===== config.mk =====
export PLATFORM = sky130hd
export DESIGN_NAME = gpx_top
export DESIGN_NICKNAME = d
export VERILOG_FILES = /design/src/rtl/gpx_sync.v /design/src/rtl/gpx_pin_irq.v /design/src/rtl/gpx_top.v
export VERILOG_INCLUDE_DIRS = /design/src /design/src/rtl
export SDC_FILE = /design/constraint.sdc
export NUM_CORES = 1
export LEC_CHECK = 0
export ABC_AREA = 1
export BUFFER_PORTS_ARGS = -buffer_cell sky130_fd_sc_hd__buf_2
export CAP_MARGIN = 20
export CORE_MARGIN = 2
export CORE_UTILIZATION = 65
export CTS_BUF_LIST = sky130_fd_sc_hd__clkbuf_16
export CTS_CLUSTER_DIAMETER = 30
export DETAILED_ROUTE_END_ITERATION = 8
export PLACE_DENSITY_LB_ADDON = 0.05
export REMOVE_ABC_BUFFERS = 1
export SETUP_SLACK_MARGIN = 0.5
export SYNTH_ARGS = -nofsm -noshare
export SYNTH_HDL_FRONTEND = slang
export SYNTH_SLANG_ARGS = --single-unit

===== constraint.sdc =====
create_clock -name ref_clk_in -period 3.5 [get_ports ref_clk_in]
set_input_delay 0.175 -clock ref_clk_in [delete_from_list [all_inputs] [get_ports ref_clk_in]]
set_output_delay 0.175 -clock ref_clk_in [all_outputs]
set_load 0.01 [all_outputs]

===== src/rtl/gpx_defines.vh =====
// Constants for the serial 16-pin I/O expander
// What this block does
// - Four-wire serial port, serial clock sampled through two flops on the 50 MHz reference clock
// - Command bit 7: one reads, zero writes
// - Command bits 6:1 address, bit 0 reserved
// - Offsets 0x00-0x15: eleven low/high register pairs
// - Reset: drive, direction, filter 0xff; others 0x00
// - Interrupt enable zero means no interrupt
// - Output pins never raise interrupts
// - No edge select: any edge; returning level clears
// - Rise select only: rising edge, read clears
// - Fall select only: falling edge, read clears
// - Both selects: either edge, read clears
// - Filtered edge must hold over 1075 ns
// - State read returns pins, optionally inverted
// - State read clears pending interrupts of group
// - State read shows drive value for outputs
// - Writes to state registers are ignored
// - Output pins driven from drive value
// - Drive value reads back last written value
// - Register MSB is highest pin of group
// - Direction zero is output, one is input
// - Three-state bit one floats output pin
// - Pending registers show interrupting pins, read-only
// - Filter bit zero: any change qualifies
`ifndef GPX_DEFINES_VH
`define GPX_DEFINES_VH
`define GPX_OFF_LEVEL_LO 6'h00
`define GPX_OFF_LEVEL_HI 6'h01
`define GPX_OFF_DRIVE_LO 6'h02
`define GPX_OFF_DRIVE_HI 6'h03
`define GPX_OFF_INVERT_LO 6'h04
`define GPX_OFF_INVERT_HI 6'h05
`define GPX_OFF_DIR_LO 6'h06
`define GPX_OFF_DIR_HI 6'h07
`define GPX_OFF_PULLUP_LO 6'h08
`define GPX_OFF_PULLUP_HI 6'h09
`define GPX_OFF_IRQEN_LO 6'h0a
`define GPX_OFF_IRQEN_HI 6'h0b
`define GPX_OFF_HIZ_LO 6'h0c
`define GPX_OFF_HIZ_HI 6'h0d
`define GPX_OFF_PEND_LO 6'h0e
`define GPX_OFF_PEND_HI 6'h0f
`define GPX_OFF_RISE_LO 6'h10
`define GPX_OFF_RISE_HI 6'h11
`define GPX_OFF_FALL_LO 6'h12
`define GPX_OFF_FALL_HI 6'h13
`define GPX_OFF_FILT_LO 6'h14
`define GPX_OFF_FILT_HI 6'h15
`define GPX_CMD_RW_BIT 7
`define GPX_CMD_ADDR_MSB 6
`define GPX_CMD_ADDR_LSB 1
`define GPX_RST_ONES 8'hff
`define GPX_RST_ZERO 8'h00
`define GPX_CLK_MHZ 50
`define GPX_FILTER_NS 1075
// Cycles strictly above the hold time: floor(ns*MHz/1000)+1
`define GPX_FILTER_CYC ((`GPX_FILTER_NS * `GPX_CLK_MHZ) / 1000 + 1)
`endif


===== src/rtl/gpx_sync.v =====
// Two-flop synchroniser for a bus of asynchronous inputs
`timescale 1ns/10ps
`default_nettype none
module gpx_sync #(
    parameter WIDTH = 1
) (
    input wire ref_clk_in,
    input wire reset_in,
    input wire [WIDTH-1:0] async_in,
    output wire [WIDTH-1:0] sync_out
);
    reg [WIDTH-1:0] meta_q;
    reg [WIDTH-1:0] sync_q;

    // First stage is read only by the second stage
    always @(posedge ref_clk_in)
    begin
        if (reset_in)
        begin
            meta_q <= {WIDTH{1'b0}};
            sync_q <= {WIDTH{1'b0}};
        end
        else
        begin
            meta_q <= async_in;
            sync_q <= meta_q;
        end
    end

    assign sync_out = sync_q;
endmodule
`default_nettype wire


===== src/rtl/gpx_pin_irq.v =====
// Per-pin edge detect, glitch filter and interrupt pending logic
`timescale 1ns/10ps
`default_nettype none
`include "gpx_defines.vh"
module gpx_pin_irq #(
    parameter FILT_CYC = `GPX_FILTER_CYC
) (
    input wire ref_clk_in,
    input wire reset_in,
    input wire pin_in,
    input wire is_input_in,
    input wire irq_en_in,
    input wire rise_sel_in,
    input wire fall_sel_in,
    input wire filt_en_in,
    input wire read_clr_in,
    output wire pending_out
);
    reg stable_q;
    reg [7:0] hold_q;
    reg snap_q;
    reg pend_q;
    reg seen_q;
    wire armed;
    wire cand;
    wire qual_edge;
    wire rise_edge;
    wire fall_edge;
    wire want;

    // Candidate level differs from the accepted level
    assign cand = (pin_in != stable_q);
    // Unfiltered changes are taken at once; filtered ones after the hold count
    assign qual_edge = cand && (!filt_en_in || (hold_q >= FILT_CYC[7:0] - 8'h01));
    assign rise_edge = qual_edge && pin_in;
    assign fall_edge = qual_edge && !pin_in;
    assign armed = is_input_in && irq_en_in;
    // Edge selection per mode
    assign want = (!rise_sel_in && !fall_sel_in) ? qual_edge :
                  ((rise_sel_in && rise_edge) || (fall_sel_in && fall_edge));

    // Hold counter for the glitch filter and the accepted level
    always @(posedge ref_clk_in)
    begin
        if (reset_in)
        begin
            stable_q <= 1'b0;
            hold_q <= 8'h00;
            seen_q <= 1'b0;
        end
        else
        begin
            seen_q <= 1'b1;
            if (!seen_q || qual_edge)
            begin
                stable_q <= pin_in;
                hold_q <= 8'h00;
            end
            else if (cand)
                hold_q <= (hold_q == 8'hff) ? hold_q : hold_q + 8'h01;
            else
                hold_q <= 8'h00;
        end
    end

    // Pending flag; in any-edge mode a return to the last-read level cancels it,
    // otherwise a new edge wins over a read clear in the same cycle
    always @(posedge ref_clk_in)
    begin
        if (reset_in)
        begin
            pend_q <= 1'b0;
            snap_q <= 1'b0;
        end
        else
        begin
            if (read_clr_in || !seen_q)
                snap_q <= pin_in;
            if (!armed)
                pend_q <= 1'b0;
            else if (!rise_sel_in && !fall_sel_in && qual_edge && (pin_in == snap_q))
                pend_q <= 1'b0;
            else if (want && seen_q)
                pend_q <= 1'b1;
            else if (read_clr_in)
                pend_q <= 1'b0;
        end
    end

    assign pending_out = pend_q;
endmodule
`default_nettype wire


===== src/rtl/gpx_top.v =====
// Serial-port 16-pin I/O expander: serial slave, register bank, pins
`timescale 1ns/10ps
`default_nettype none
`include "gpx_defines.vh"
module gpx_top #(
    parameter PINS = 16,
    parameter FILT_CYC = `GPX_FILTER_CYC
) (
    input wire ref_clk_in,
    input wire reset_in,
    input wire sclk_in,
    input wire sel_n_in,
    input wire sdi_in,
    output wire sdo_out,
    output wire sdo_oe_n_out,
    input wire [PINS-1:0] io_pins_in,
    output wire [PINS-1:0] io_pins_out,
    output wire [PINS-1:0] io_pins_oe_n_out,
    output wire [PINS-1:0] pullup_en_out,
    output wire irq_n_out,
    output wire irq_n_oe_n_out
);
    localparam ST_CMD = 2'd0;
    localparam ST_DATA = 2'd1;
    localparam ST_DONE = 2'd2;

    wire sclk_s;
    wire sel_n_s;
    wire sdi_s;
    wire [PINS-1:0] pins_s;
    reg sclk_prev_q;
    reg [1:0] state_q;
    reg [2:0] bit_cnt_q;
    reg [7:0] shift_q;
    reg rd_q;
    reg [5:0] addr_q;
    reg [7:0] tx_q;
    reg sdo_q;
    reg [PINS-1:0] drive_q;
    reg [PINS-1:0] invert_q;
    reg [PINS-1:0] dir_q;
    reg [PINS-1:0] pullup_q;
    reg [PINS-1:0] irqen_q;
    reg [PINS-1:0] hiz_q;
    reg [PINS-1:0] rise_q;
    reg [PINS-1:0] fall_q;
    reg [PINS-1:0] filt_q;
    reg [PINS-1:0] out_q;
    reg [PINS-1:0] oe_n_q;
    reg irq_n_q;
    reg [1:0] rd_clr_q;
    wire [PINS-1:0] pend;
    wire [PINS-1:0] state_view;
    wire sclk_rise;
    wire sclk_fall;
    wire [7:0] cmd_now;
    wire [PINS-1:0] clr_vec;

    // Read mux for one register offset
    function [7:0] reg_read;
        input [5:0] addr;
        input [PINS-1:0] view;
        begin
            case (addr)
                `GPX_OFF_LEVEL_LO: reg_read = view[7:0];
                `GPX_OFF_LEVEL_HI: reg_read = view[15:8];
                `GPX_OFF_DRIVE_LO: reg_read = drive_q[7:0];
                `GPX_OFF_DRIVE_HI: reg_read = drive_q[15:8];
                `GPX_OFF_INVERT_LO: reg_read = invert_q[7:0];
                `GPX_OFF_INVERT_HI: reg_read = invert_q[15:8];
                `GPX_OFF_DIR_LO: reg_read = dir_q[7:0];
                `GPX_OFF_DIR_HI: reg_read = dir_q[15:8];
                `GPX_OFF_PULLUP_LO: reg_read = pullup_q[7:0];
                `GPX_OFF_PULLUP_HI: reg_read = pullup_q[15:8];
                `GPX_OFF_IRQEN_LO: reg_read = irqen_q[7:0];
                `GPX_OFF_IRQEN_HI: reg_read = irqen_q[15:8];
                `GPX_OFF_HIZ_LO: reg_read = hiz_q[7:0];
                `GPX_OFF_HIZ_HI: reg_read = hiz_q[15:8];
                `GPX_OFF_PEND_LO: reg_read = pend[7:0];
                `GPX_OFF_PEND_HI: reg_read = pend[15:8];
                `GPX_OFF_RISE_LO: reg_read = rise_q[7:0];
                `GPX_OFF_RISE_HI: reg_read = rise_q[15:8];
                `GPX_OFF_FALL_LO: reg_read = fall_q[7:0];
                `GPX_OFF_FALL_HI: reg_read = fall_q[15:8];
                `GPX_OFF_FILT_LO: reg_read = filt_q[7:0];
                `GPX_OFF_FILT_HI: reg_read = filt_q[15:8];
                default: reg_read = 8'h00;
            endcase
        end
    endfunction

    // All serial lines and pins pass two flops before use
    gpx_sync #(
        .WIDTH(3 + PINS)
    ) u_sync (
        .ref_clk_in(ref_clk_in),
        .reset_in(reset_in),
        .async_in({sclk_in, sel_n_in, sdi_in, io_pins_in}),
        .sync_out({sclk_s, sel_n_s, sdi_s, pins_s})
    );

    // Edge finder on the sampled serial clock
    always @(posedge ref_clk_in)
    begin
        if (reset_in)
            sclk_prev_q <= 1'b0;
        else
            sclk_prev_q <= sclk_s;
    end

    assign sclk_rise = !sel_n_s && sclk_s && !sclk_prev_q;
    assign sclk_fall = !sel_n_s && !sclk_s && sclk_prev_q;
    assign cmd_now = {shift_q[6:0], sdi_s};

    // Pin state view: outputs show drive value, inputs the inverted-if-set pin
    assign state_view = (~dir_q & drive_q) | (dir_q & (pins_s ^ invert_q));

    // A finished state read clears the pending bits of its group
    assign clr_vec = {{8{rd_clr_q[1]}}, {8{rd_clr_q[0]}}};

    // Serial slave: command byte then one data byte, MSB first
    always @(posedge ref_clk_in)
    begin
        if (reset_in)
        begin
            state_q <= ST_CMD;
            bit_cnt_q <= 3'd0;
            shift_q <= 8'h00;
            rd_q <= 1'b0;
            addr_q <= 6'h00;
            tx_q <= 8'h00;
            sdo_q <= 1'b0;
            rd_clr_q <= 2'b00;
        end
        else
        begin
            rd_clr_q <= 2'b00;
            if (sel_n_s)
            begin
                state_q <= ST_CMD;
                bit_cnt_q <= 3'd0;
            end
            else
            begin
                if (sclk_rise)
                begin
                    shift_q <= cmd_now;
                    bit_cnt_q <= bit_cnt_q + 3'd1;
                    if (bit_cnt_q == 3'd7)
                    begin
                        case (state_q)
                            ST_CMD:
                            begin
                                rd_q <= cmd_now[`GPX_CMD_RW_BIT];
                                addr_q <= cmd_now[`GPX_CMD_ADDR_MSB:`GPX_CMD_ADDR_LSB];
                                tx_q <= reg_read(cmd_now[`GPX_CMD_ADDR_MSB:`GPX_CMD_ADDR_LSB], state_view);
                                state_q <= ST_DATA;
                            end
                            ST_DATA:
                            begin
                                state_q <= ST_DONE;
                                if (rd_q && addr_q == `GPX_OFF_LEVEL_LO)
                                    rd_clr_q[0] <= 1'b1;
                                if (rd_q && addr_q == `GPX_OFF_LEVEL_HI)
                                    rd_clr_q[1] <= 1'b1;
                            end
                            default:
                                state_q <= ST_DONE;
                        endcase
                    end
                end
                if (sclk_fall && state_q == ST_DATA)
                begin
                    sdo_q <= tx_q[7];
                    tx_q <= {tx_q[6:0], 1'b0};
                end
            end
        end
    end

    // Register writes at the end of the data byte
    always @(posedge ref_clk_in)
    begin
        if (reset_in)
        begin
            drive_q <= {2{`GPX_RST_ONES}};
            dir_q <= {2{`GPX_RST_ONES}};
            filt_q <= {2{`GPX_RST_ONES}};
            invert_q <= {2{`GPX_RST_ZERO}};
            pullup_q <= {2{`GPX_RST_ZERO}};
            irqen_q <= {2{`GPX_RST_ZERO}};
            hiz_q <= {2{`GPX_RST_ZERO}};
            rise_q <= {2{`GPX_RST_ZERO}};
            fall_q <= {2{`GPX_RST_ZERO}};
        end
        else if (!sel_n_s && sclk_rise && bit_cnt_q == 3'd7 && state_q == ST_DATA && !rd_q)
        begin
            // State and pending offsets fall to default and are ignored
            case (addr_q)
                `GPX_OFF_DRIVE_LO: drive_q[7:0] <= cmd_now;
                `GPX_OFF_DRIVE_HI: drive_q[15:8] <= cmd_now;
                `GPX_OFF_INVERT_LO: invert_q[7:0] <= cmd_now;
                `GPX_OFF_INVERT_HI: invert_q[15:8] <= cmd_now;
                `GPX_OFF_DIR_LO: dir_q[7:0] <= cmd_now;
                `GPX_OFF_DIR_HI: dir_q[15:8] <= cmd_now;
                `GPX_OFF_PULLUP_LO: pullup_q[7:0] <= cmd_now;
                `GPX_OFF_PULLUP_HI: pullup_q[15:8] <= cmd_now;
                `GPX_OFF_IRQEN_LO: irqen_q[7:0] <= cmd_now;
                `GPX_OFF_IRQEN_HI: irqen_q[15:8] <= cmd_now;
                `GPX_OFF_HIZ_LO: hiz_q[7:0] <= cmd_now;
                `GPX_OFF_HIZ_HI: hiz_q[15:8] <= cmd_now;
                `GPX_OFF_RISE_LO: rise_q[7:0] <= cmd_now;
                `GPX_OFF_RISE_HI: rise_q[15:8] <= cmd_now;
                `GPX_OFF_FALL_LO: fall_q[7:0] <= cmd_now;
                `GPX_OFF_FALL_HI: fall_q[15:8] <= cmd_now;
                `GPX_OFF_FILT_LO: filt_q[7:0] <= cmd_now;
                `GPX_OFF_FILT_HI: filt_q[15:8] <= cmd_now;
                default: ;
            endcase
        end
    end

    // Per-pin interrupt logic
    genvar g;
    generate
        for (g = 0; g < PINS; g = g + 1)
        begin : g_pin
            gpx_pin_irq #(
                .FILT_CYC(FILT_CYC)
            ) u_irq (
                .ref_clk_in(ref_clk_in),
                .reset_in(reset_in),
                .pin_in(pins_s[g]),
                .is_input_in(dir_q[g]),
                .irq_en_in(irqen_q[g]),
                .rise_sel_in(rise_q[g]),
                .fall_sel_in(fall_q[g]),
                .filt_en_in(filt_q[g]),
                .read_clr_in(clr_vec[g]),
                .pending_out(pend[g])
            );
        end
    endgenerate

    // Pin drivers and open-drain interrupt line
    always @(posedge ref_clk_in)
    begin
        if (reset_in)
        begin
            out_q <= {PINS{1'b1}};
            oe_n_q <= {PINS{1'b1}};
            irq_n_q <= 1'b1;
        end
        else
        begin
            out_q <= drive_q;
            oe_n_q <= dir_q | hiz_q;
            irq_n_q <= ~(|pend);
        end
    end

    assign io_pins_out = out_q;
    assign io_pins_oe_n_out = oe_n_q;
    assign pullup_en_out = pullup_q;
    assign sdo_out = sdo_q;
    assign sdo_oe_n_out = sel_n_s | (state_q != ST_DATA) | !rd_q;
    assign irq_n_out = 1'b0;
    assign irq_n_oe_n_out = irq_n_q;
endmodule
`default_nettype wire


Word level (Yosys, flattened, before mapping)
Cells that the tools add are included.
{ "totals": {"regBits": 423, "latch_bits": 0, "ram_bits": 0, "rom_bits": 0, "inputBits": 21, "out_inout_bits": 52, "wordCells": 679, "memories": 0} }
{ "classes": {"n_addsub": 17, "n_mul": 0, "div_mod_pow": 0, "order_cmp": 16, "n_eq_ne": 91, "shifts": 0, "mux": 43, "n_bitwise": 45, "n_reduce_logical": 370} }
{ "ops": {"columns": ["op", "count"], "rows": [
  ["$pmux 8 s22", 1],
  ["$logic_and 1x1->1", 171],
  ["$add 8x1->8 const B", 16],
  ["$eq 8x8->1 const B", 16],
  ["$ge 8x6->1 const B", 16],
  ["$reduce_or 3->1", 32],
  ["$eq 6x4->1 const B", 14],
  ["$eq 6x5->1 const B", 12],
  ["$logic_not 1->1", 69],
  ["$logic_or 1x1->1", 50],
  ["$eq 6x3->1 const B", 8],
  ["$reduce_and 2->1", 21],
  ["$reduce_bool 2->1", 19],
  ["$mux 1", 37],
  ["$not 1->1", 37],
  ["$and 16x16->16", 2],
  ["$mux 8", 4],
  ["$or 16x16->16", 2],
  ["$eq 6x2->1 const B", 4],
  ["$eq 1x1->1", 16],
  ["$ne 1x1->1", 16],
  ["$not 16->16", 1],
  ["$reduce_or 16->1", 1],
  ["$xor 16x16->16", 1],
  ["12 further kinds", 16]
]} }

Logic depth before layout (Yosys ltp)
{ "depth": {"ltp_word": 9, "ltp_mapped": 12, "ltp_nobuf": 12} }

Hierarchy
A second synthesis with hierarchy kept.
{ "hier_totals": {"cells_unflattened": 2841, "hier_area_um2": 20985.1} }
{ "by_module_without_submodules": {"columns": ["module", "instances", "cells_per_inst", "area_per_inst_um2", "seq_area_each_um2"], "rows": [
  ["gpx_top", 1, 1331, 9970.8, 4164.0],
  ["gpx_pin_irq", 16, 87, 620.6, 240.2],
  ["gpx_sync", 1, 118, 1084.8, 760.7]
]} }

Worst setup path after synthesis
OpenSTA, ideal clock, no wires.
{ "synth_path": {"path_kind": "reg-to-reg", "start": "register bit_cnt_q[0]", "end": "register filt_q[14]", "setup_time_ns": 0.137, "arrival_ns": 1.691, "required_ns": 3.363, "setup_slack_ns": 1.672, "path_stages_with_launch": 13, "path_buffers": 1, "period_less_slack_ns": 1.828, "path_cell_list": "dfxtp_1 ha_1 ha_1 nand4_2 nor2_2 nand2_4 inv_6 nand2_4 nor2_1 inv_2 buf_6 nand2_1 o211ai_2"} }
{ "synth_via": {"elab_chain_len": 5} }
{ "synth_lines": {"columns": ["element", "line_no", "rtl"], "rows": [
  ["start: declaration", "gpx_top.v:33", "reg [2:0] bit_cnt_q;"],
  ["start signal: assignment", "gpx_top.v:148", "bit_cnt_q <= bit_cnt_q + 3'd1;"],
  ["$eq 3x3->1", "gpx_top.v:196", "else if (!sel_n_s && sclk_rise && bit_cnt_q == 3'd7 && state_q == ST_DATA && !rd_q)"],
  ["$logic_and 1x1->1 (3 in series)", "gpx_top.v:196", null],
  ["$reduce_and 2->1 (no source line)", null, null],
  ["end signal: assignment", "gpx_top.v:188", "filt_q <= {2{`GPX_RST_ONES}};"],
  ["end signal: assignment", "gpx_top.v:217", "`GPX_OFF_FILT_HI: filt_q[15:8] <= cmd_now;"],
  ["end: declaration", "gpx_top.v:47", "reg [PINS-1:0] filt_q;"]
]} }
No other way between the ends.
A chain may end at the register's enable or synchronous reset.

Worst setup path in the final report
{ "layout_path": {"start": "register shift_q[1]", "end": "register tx_q[4]"} }
{ "layout_via": {"elab_chain_len": 6, "word_cells_on_any_way": 27, "classes_between": "21 x eq/ne; 5 x mux; 1 x reduce/logical"} }
{ "layout_lines": {"columns": ["element", "line_no", "rtl"], "rows": [
  ["start: declaration", "gpx_top.v:34", "reg [7:0] shift_q;"],
  ["start signal: assignment", "gpx_top.v:147", "shift_q <= cmd_now;"],
  ["$eq 6x5->1, or another cell as far along", "gpx_top.v:64", "case (addr)"],
  ["$pmux 8 s22 *", "gpx_top.v:64", null],
  ["$mux 8 *", "gpx_top.v:151", "case (state_q)"],
  ["$mux 8 *", "gpx_top.v:149", "if (bit_cnt_q == 3'd7)"],
  ["$mux 8 *", "gpx_top.v:145", "if (sclk_rise)"],
  ["$mux 8 *", "gpx_top.v:172", "if (sclk_fall && state_q == ST_DATA)"],
  ["end signal: assignment", "gpx_top.v:156", "tx_q <= reg_read(cmd_now[`GPX_CMD_ADDR_MSB:`GPX_CMD_ADDR_LSB], state_view);"],
  ["end signal: assignment", "gpx_top.v:175", "tx_q <= {tx_q[6:0], 1'b0};"],
  ["end: declaration", "gpx_top.v:37", "reg [7:0] tx_q;"]
]} }
Every way passes the cells marked *; elsewhere a longest branch is shown, timed or not. The select of a mux whose other input is x is not followed.

==> results.sh <==
export IMPL_crit_type="register to register"
export IMPL_yosysTopAreaCellShare=0.449
export IMPL_final_cell_mix="503 x nand2_1, 422 x dfxtp_1, 296 x inv_1"
export IMPL_hold_ws_ps=74.9
export IMPL_hold_violations=0
export IMPL_nNetsFinal=2748
export IMPL_largest_register_ffs=128
export IMPL_syn_area_per_cell_um2=7.41
export IMPL_post_cts_setup_buffer_count=0
export IMPL_vias=18400
export IMPL_p_per_area_nw_per_um2=577
export IMPL_post_route_min_period_ps=2810
export IMPL_clock_fmax_mhz=356
export IMPL_rows=62
export IMPL_layout_commonest_cell="nand2_1"
export IMPL_holdCritStartpoint="reset_in"
export IMPL_final_cells=3126
export IMPL_largest_register="g_pin.u_irq.hold_q"
export IMPL_crit_top_cell="nand2_1"
export IMPL_clkPwrFrac=0.574
export IMPL_cts_root_buf="clkbuf_16"
export IMPL_synth_seq_cells=423
export IMPL_ios=73
export IMPL_ys_warn_count=0
export IMPL_grt_remaining_overflow=0
export IMPL_required_ps=3980
export IMPL_reg2reg_slack_ps=690
export IMPL_hold_depth=2
export IMPL_period_share=0.803
export IMPL_finalPower_uw=13000
export IMPL_cap_violations=0
export IMPL_synthCells=2544
export IMPL_drc=0
export IMPL_dr_pass1_iters=8
export IMPL_worstSetupStartpointType="register"
export IMPL_timing_rr_end="tx_q[4]$_SDFFE_PP0P_"
export IMPL_switching_share=0.244
export IMPL_wirelength_um=58100
export IMPL_crit_arrival_ps=3290
export IMPL_outcome="finished, final reports clean"
export IMPL_cts_max_path_buffers=3
export IMPL_pwr_share_comb=0.042
export IMPL_slowest_delay_ps=540
export IMPL_ant_nets=0
export IMPL_dp_cells=2962
export IMPL_die_h_um=174
export IMPL_power_switching_uw=3170
export IMPL_cp_slowest_cell="inv_1"
export IMPL_cts_sinks=423
export IMPL_drtIter0Drc=1846
export IMPL_layout_drive_gt1_share=0.112
export IMPL_end_kind="register"
export IMPL_synth_cell_types=43
export IMPL_coreArea_um2=28600
export IMPL_yosys_area_top_type="dfxtp_1"
export IMPL_avgRoutedWirePerCell_um=18.6
export IMPL_layout_area_overhead_vs_synth_pct=19.2
export IMPL_ctsHtreeMaxLevel=3
export IMPL_reg2reg_depth=8
export IMPL_worstMarginPinSlew_ps=1150
export IMPL_slew_headroom=0.233
export IMPL_grt_usage=0.377
export IMPL_start_util=0.658
export IMPL_grt_max_degree=81
export IMPL_worst_clock_skew_ps=28.0
export IMPL_syn_cell_area_um2=18800
export IMPL_clk_pin_slew_ps=50
export IMPL_via_per_inst=5.88
export IMPL_finalMaxSlewViolations=0
export IMPL_port_buffers=71
export IMPL_first_global_vias=17600
export IMPL_setup_viol=0
export IMPL_antenna_found_initial=0
export IMPL_diodes=0
export IMPL_routabilityCongestion=1.01
export IMPL_internal_power_uw=9800
export IMPL_vdd_drop_max_uv=464
export IMPL_synth_top_cells_by_area="dfxtp_1 45%, nand2_1 10%, inv_1 5.8%, a21oi_1 5.5%, nor2_1 5.4%"
export IMPL_tns_ps=0
export IMPL_cts_tree="done"
export IMPL_seqPwrFrac=0.385
export IMPL_grt_pass1_wl_um=91500
export IMPL_hold_path_end="g_pin[8].u_irq.seen_q$_DFF_P_"
export IMPL_worstPathCellList="inv_1 -> nand2_1 -> nor2_2 -> o21a_1 -> nor2_1 -> a21oi_2 -> nand2_1 -> a21oi_1"
export IMPL_cts_made_buffers=78
export IMPL_dp_hpwl_um=38100
export IMPL_fp_dieArea_um2=30400
export IMPL_synth_seq_area_share=0.449
export IMPL_rsz0062_at_grt="no"
export IMPL_hold_path_class="primary input to register"
export IMPL_clk_insertion_delay_late_ps=590
export IMPL_crit_fanout=15
export IMPL_leakage_uw=0.00952
export IMPL_r2r_start="shift_q[1]$_SDFFE_PP0P_"
export IMPL_die_w_um=174
[routing by layer]
layer / GRT usage / part of all wire / up-vias
li1: - / - / 8710
met1: 0.481 / 0.40 / 8453
met2: 0.619 / 0.45 / 998
met3: 0.0628 / 0.097 / 221
met4: 0.191 / 0.051 / 0
met5: 0 / 0 / -
[layout make-up]
type                    instances  area [um^2]
multi-input cells            1758         8970
clock buffers                  79         1980
clock inverters                66          681
fillers                      2070         6160
well taps                     384          480
repair buffers                119          766
flip-flops and latches        423         8470
inverters                     297         1120
[cell usage after synthesis (all sizes together)]
| master | count |
|---|---|
| a21oi | 207 |
| o211ai | 51 |
| nand2 | 505 |
| nor3 | 24 |
| ha | 50 |
| buf | 26 |
| dfxtp | 423 |
| inv | 295 |
| nand4 | 140 |
| a31oi | 14 |
| clkinv | 2 |
| o21a | 2 |
| clkbuf | 72 |
| nand3 | 172 |
| nand3b | 1 |
| xnor2 | 24 |
| conb | 1 |
| nor2 | 281 |
| or3 | 2 |
| a41oi | 2 |
| xor2 | 16 |
| o21bai | 2 |
| or2 | 30 |
| nor4 | 4 |
| o22ai | 5 |
| o21ai | 158 |
| nor3b | 2 |
| a211oi | 33 |
[metrics by stage]
step	util	area (um^2)	setup slack (ps)
3_3_place_gp	0.685	19600	844
2_1_floorplan	-	18500	155
5_1_grt	0.785	22500	616
4_1_cts	0.785	22500	718
6_report	0.785	22500	688
3_5_place_dp	0.685	19600	802
[what timing repair did]
item	4_1_cts	5_1_grt
endpoints found under the setup margin	0	1
hold buffers	19	0
resized for setup	0	1
hold endpoints to repair	19	0
[worst max-delay path by stage]
stage | start | to | slack, ps
3_5_place_dp | shift_q[5]$_SDFFE_PP0P_ | tx_q[1]$_SDFFE_PP0P_ | 800
6_report | shift_q[1]$_SDFFE_PP0P_ | tx_q[4]$_SDFFE_PP0P_ | 690
3_3_place_gp | shift_q[5]$_SDFFE_PP0P_ | tx_q[4]$_SDFFE_PP0P_ | 840
4_1_cts | shift_q[5]$_SDFFE_PP0P_ | tx_q[4]$_SDFFE_PP0P_ | 720
2_1_floorplan | shift_q[4]$_SDFFE_PP0P_ | tx_q[0]$_SDFFE_PP0P_ | 150
5_1_grt | shift_q[3]$_SDFFE_PP0P_ | tx_q[7]$_SDFFE_PP0P_ | 620
[critical path, delay by kind of cell (launching register included)]
kind,cells,cell delay [ps]
buffers and inverters,1,540
and+or+nand+nor,4,850
AOI/OAI and AO/OA,3,820
DFF,1,480
[power by group through the flow]
stage / clock network (uW) / logic [uW] / registers, uW
2_1_floorplan: 0 / 319 / 5060
3_3_place_gp: 0 / 489 / 5070
3_5_place_dp: 0 / 503 / 5080
4_1_cts: 7460 / 526 / 4980
5_1_grt: 7680 / 595 / 4990
6_report: 7440 / 542 / 4990
[logic make-up after synthesis]
group | count (synthesis) | share of synthesized area
AND/OR/NAND/NOR | 1161 | 0.274
AO/OA/AOI/OAI | 474 | 0.143
flip-flops | 423 | 0.449
buffers and inverters | 395 | 0.0819
adder cells (fa/ha/maj) | 50 | 0.0332
XOR/XNOR | 40 | 0.0186
other | 1 | 0.000199
Note: power is estimated with default switching activity, not from simulation.
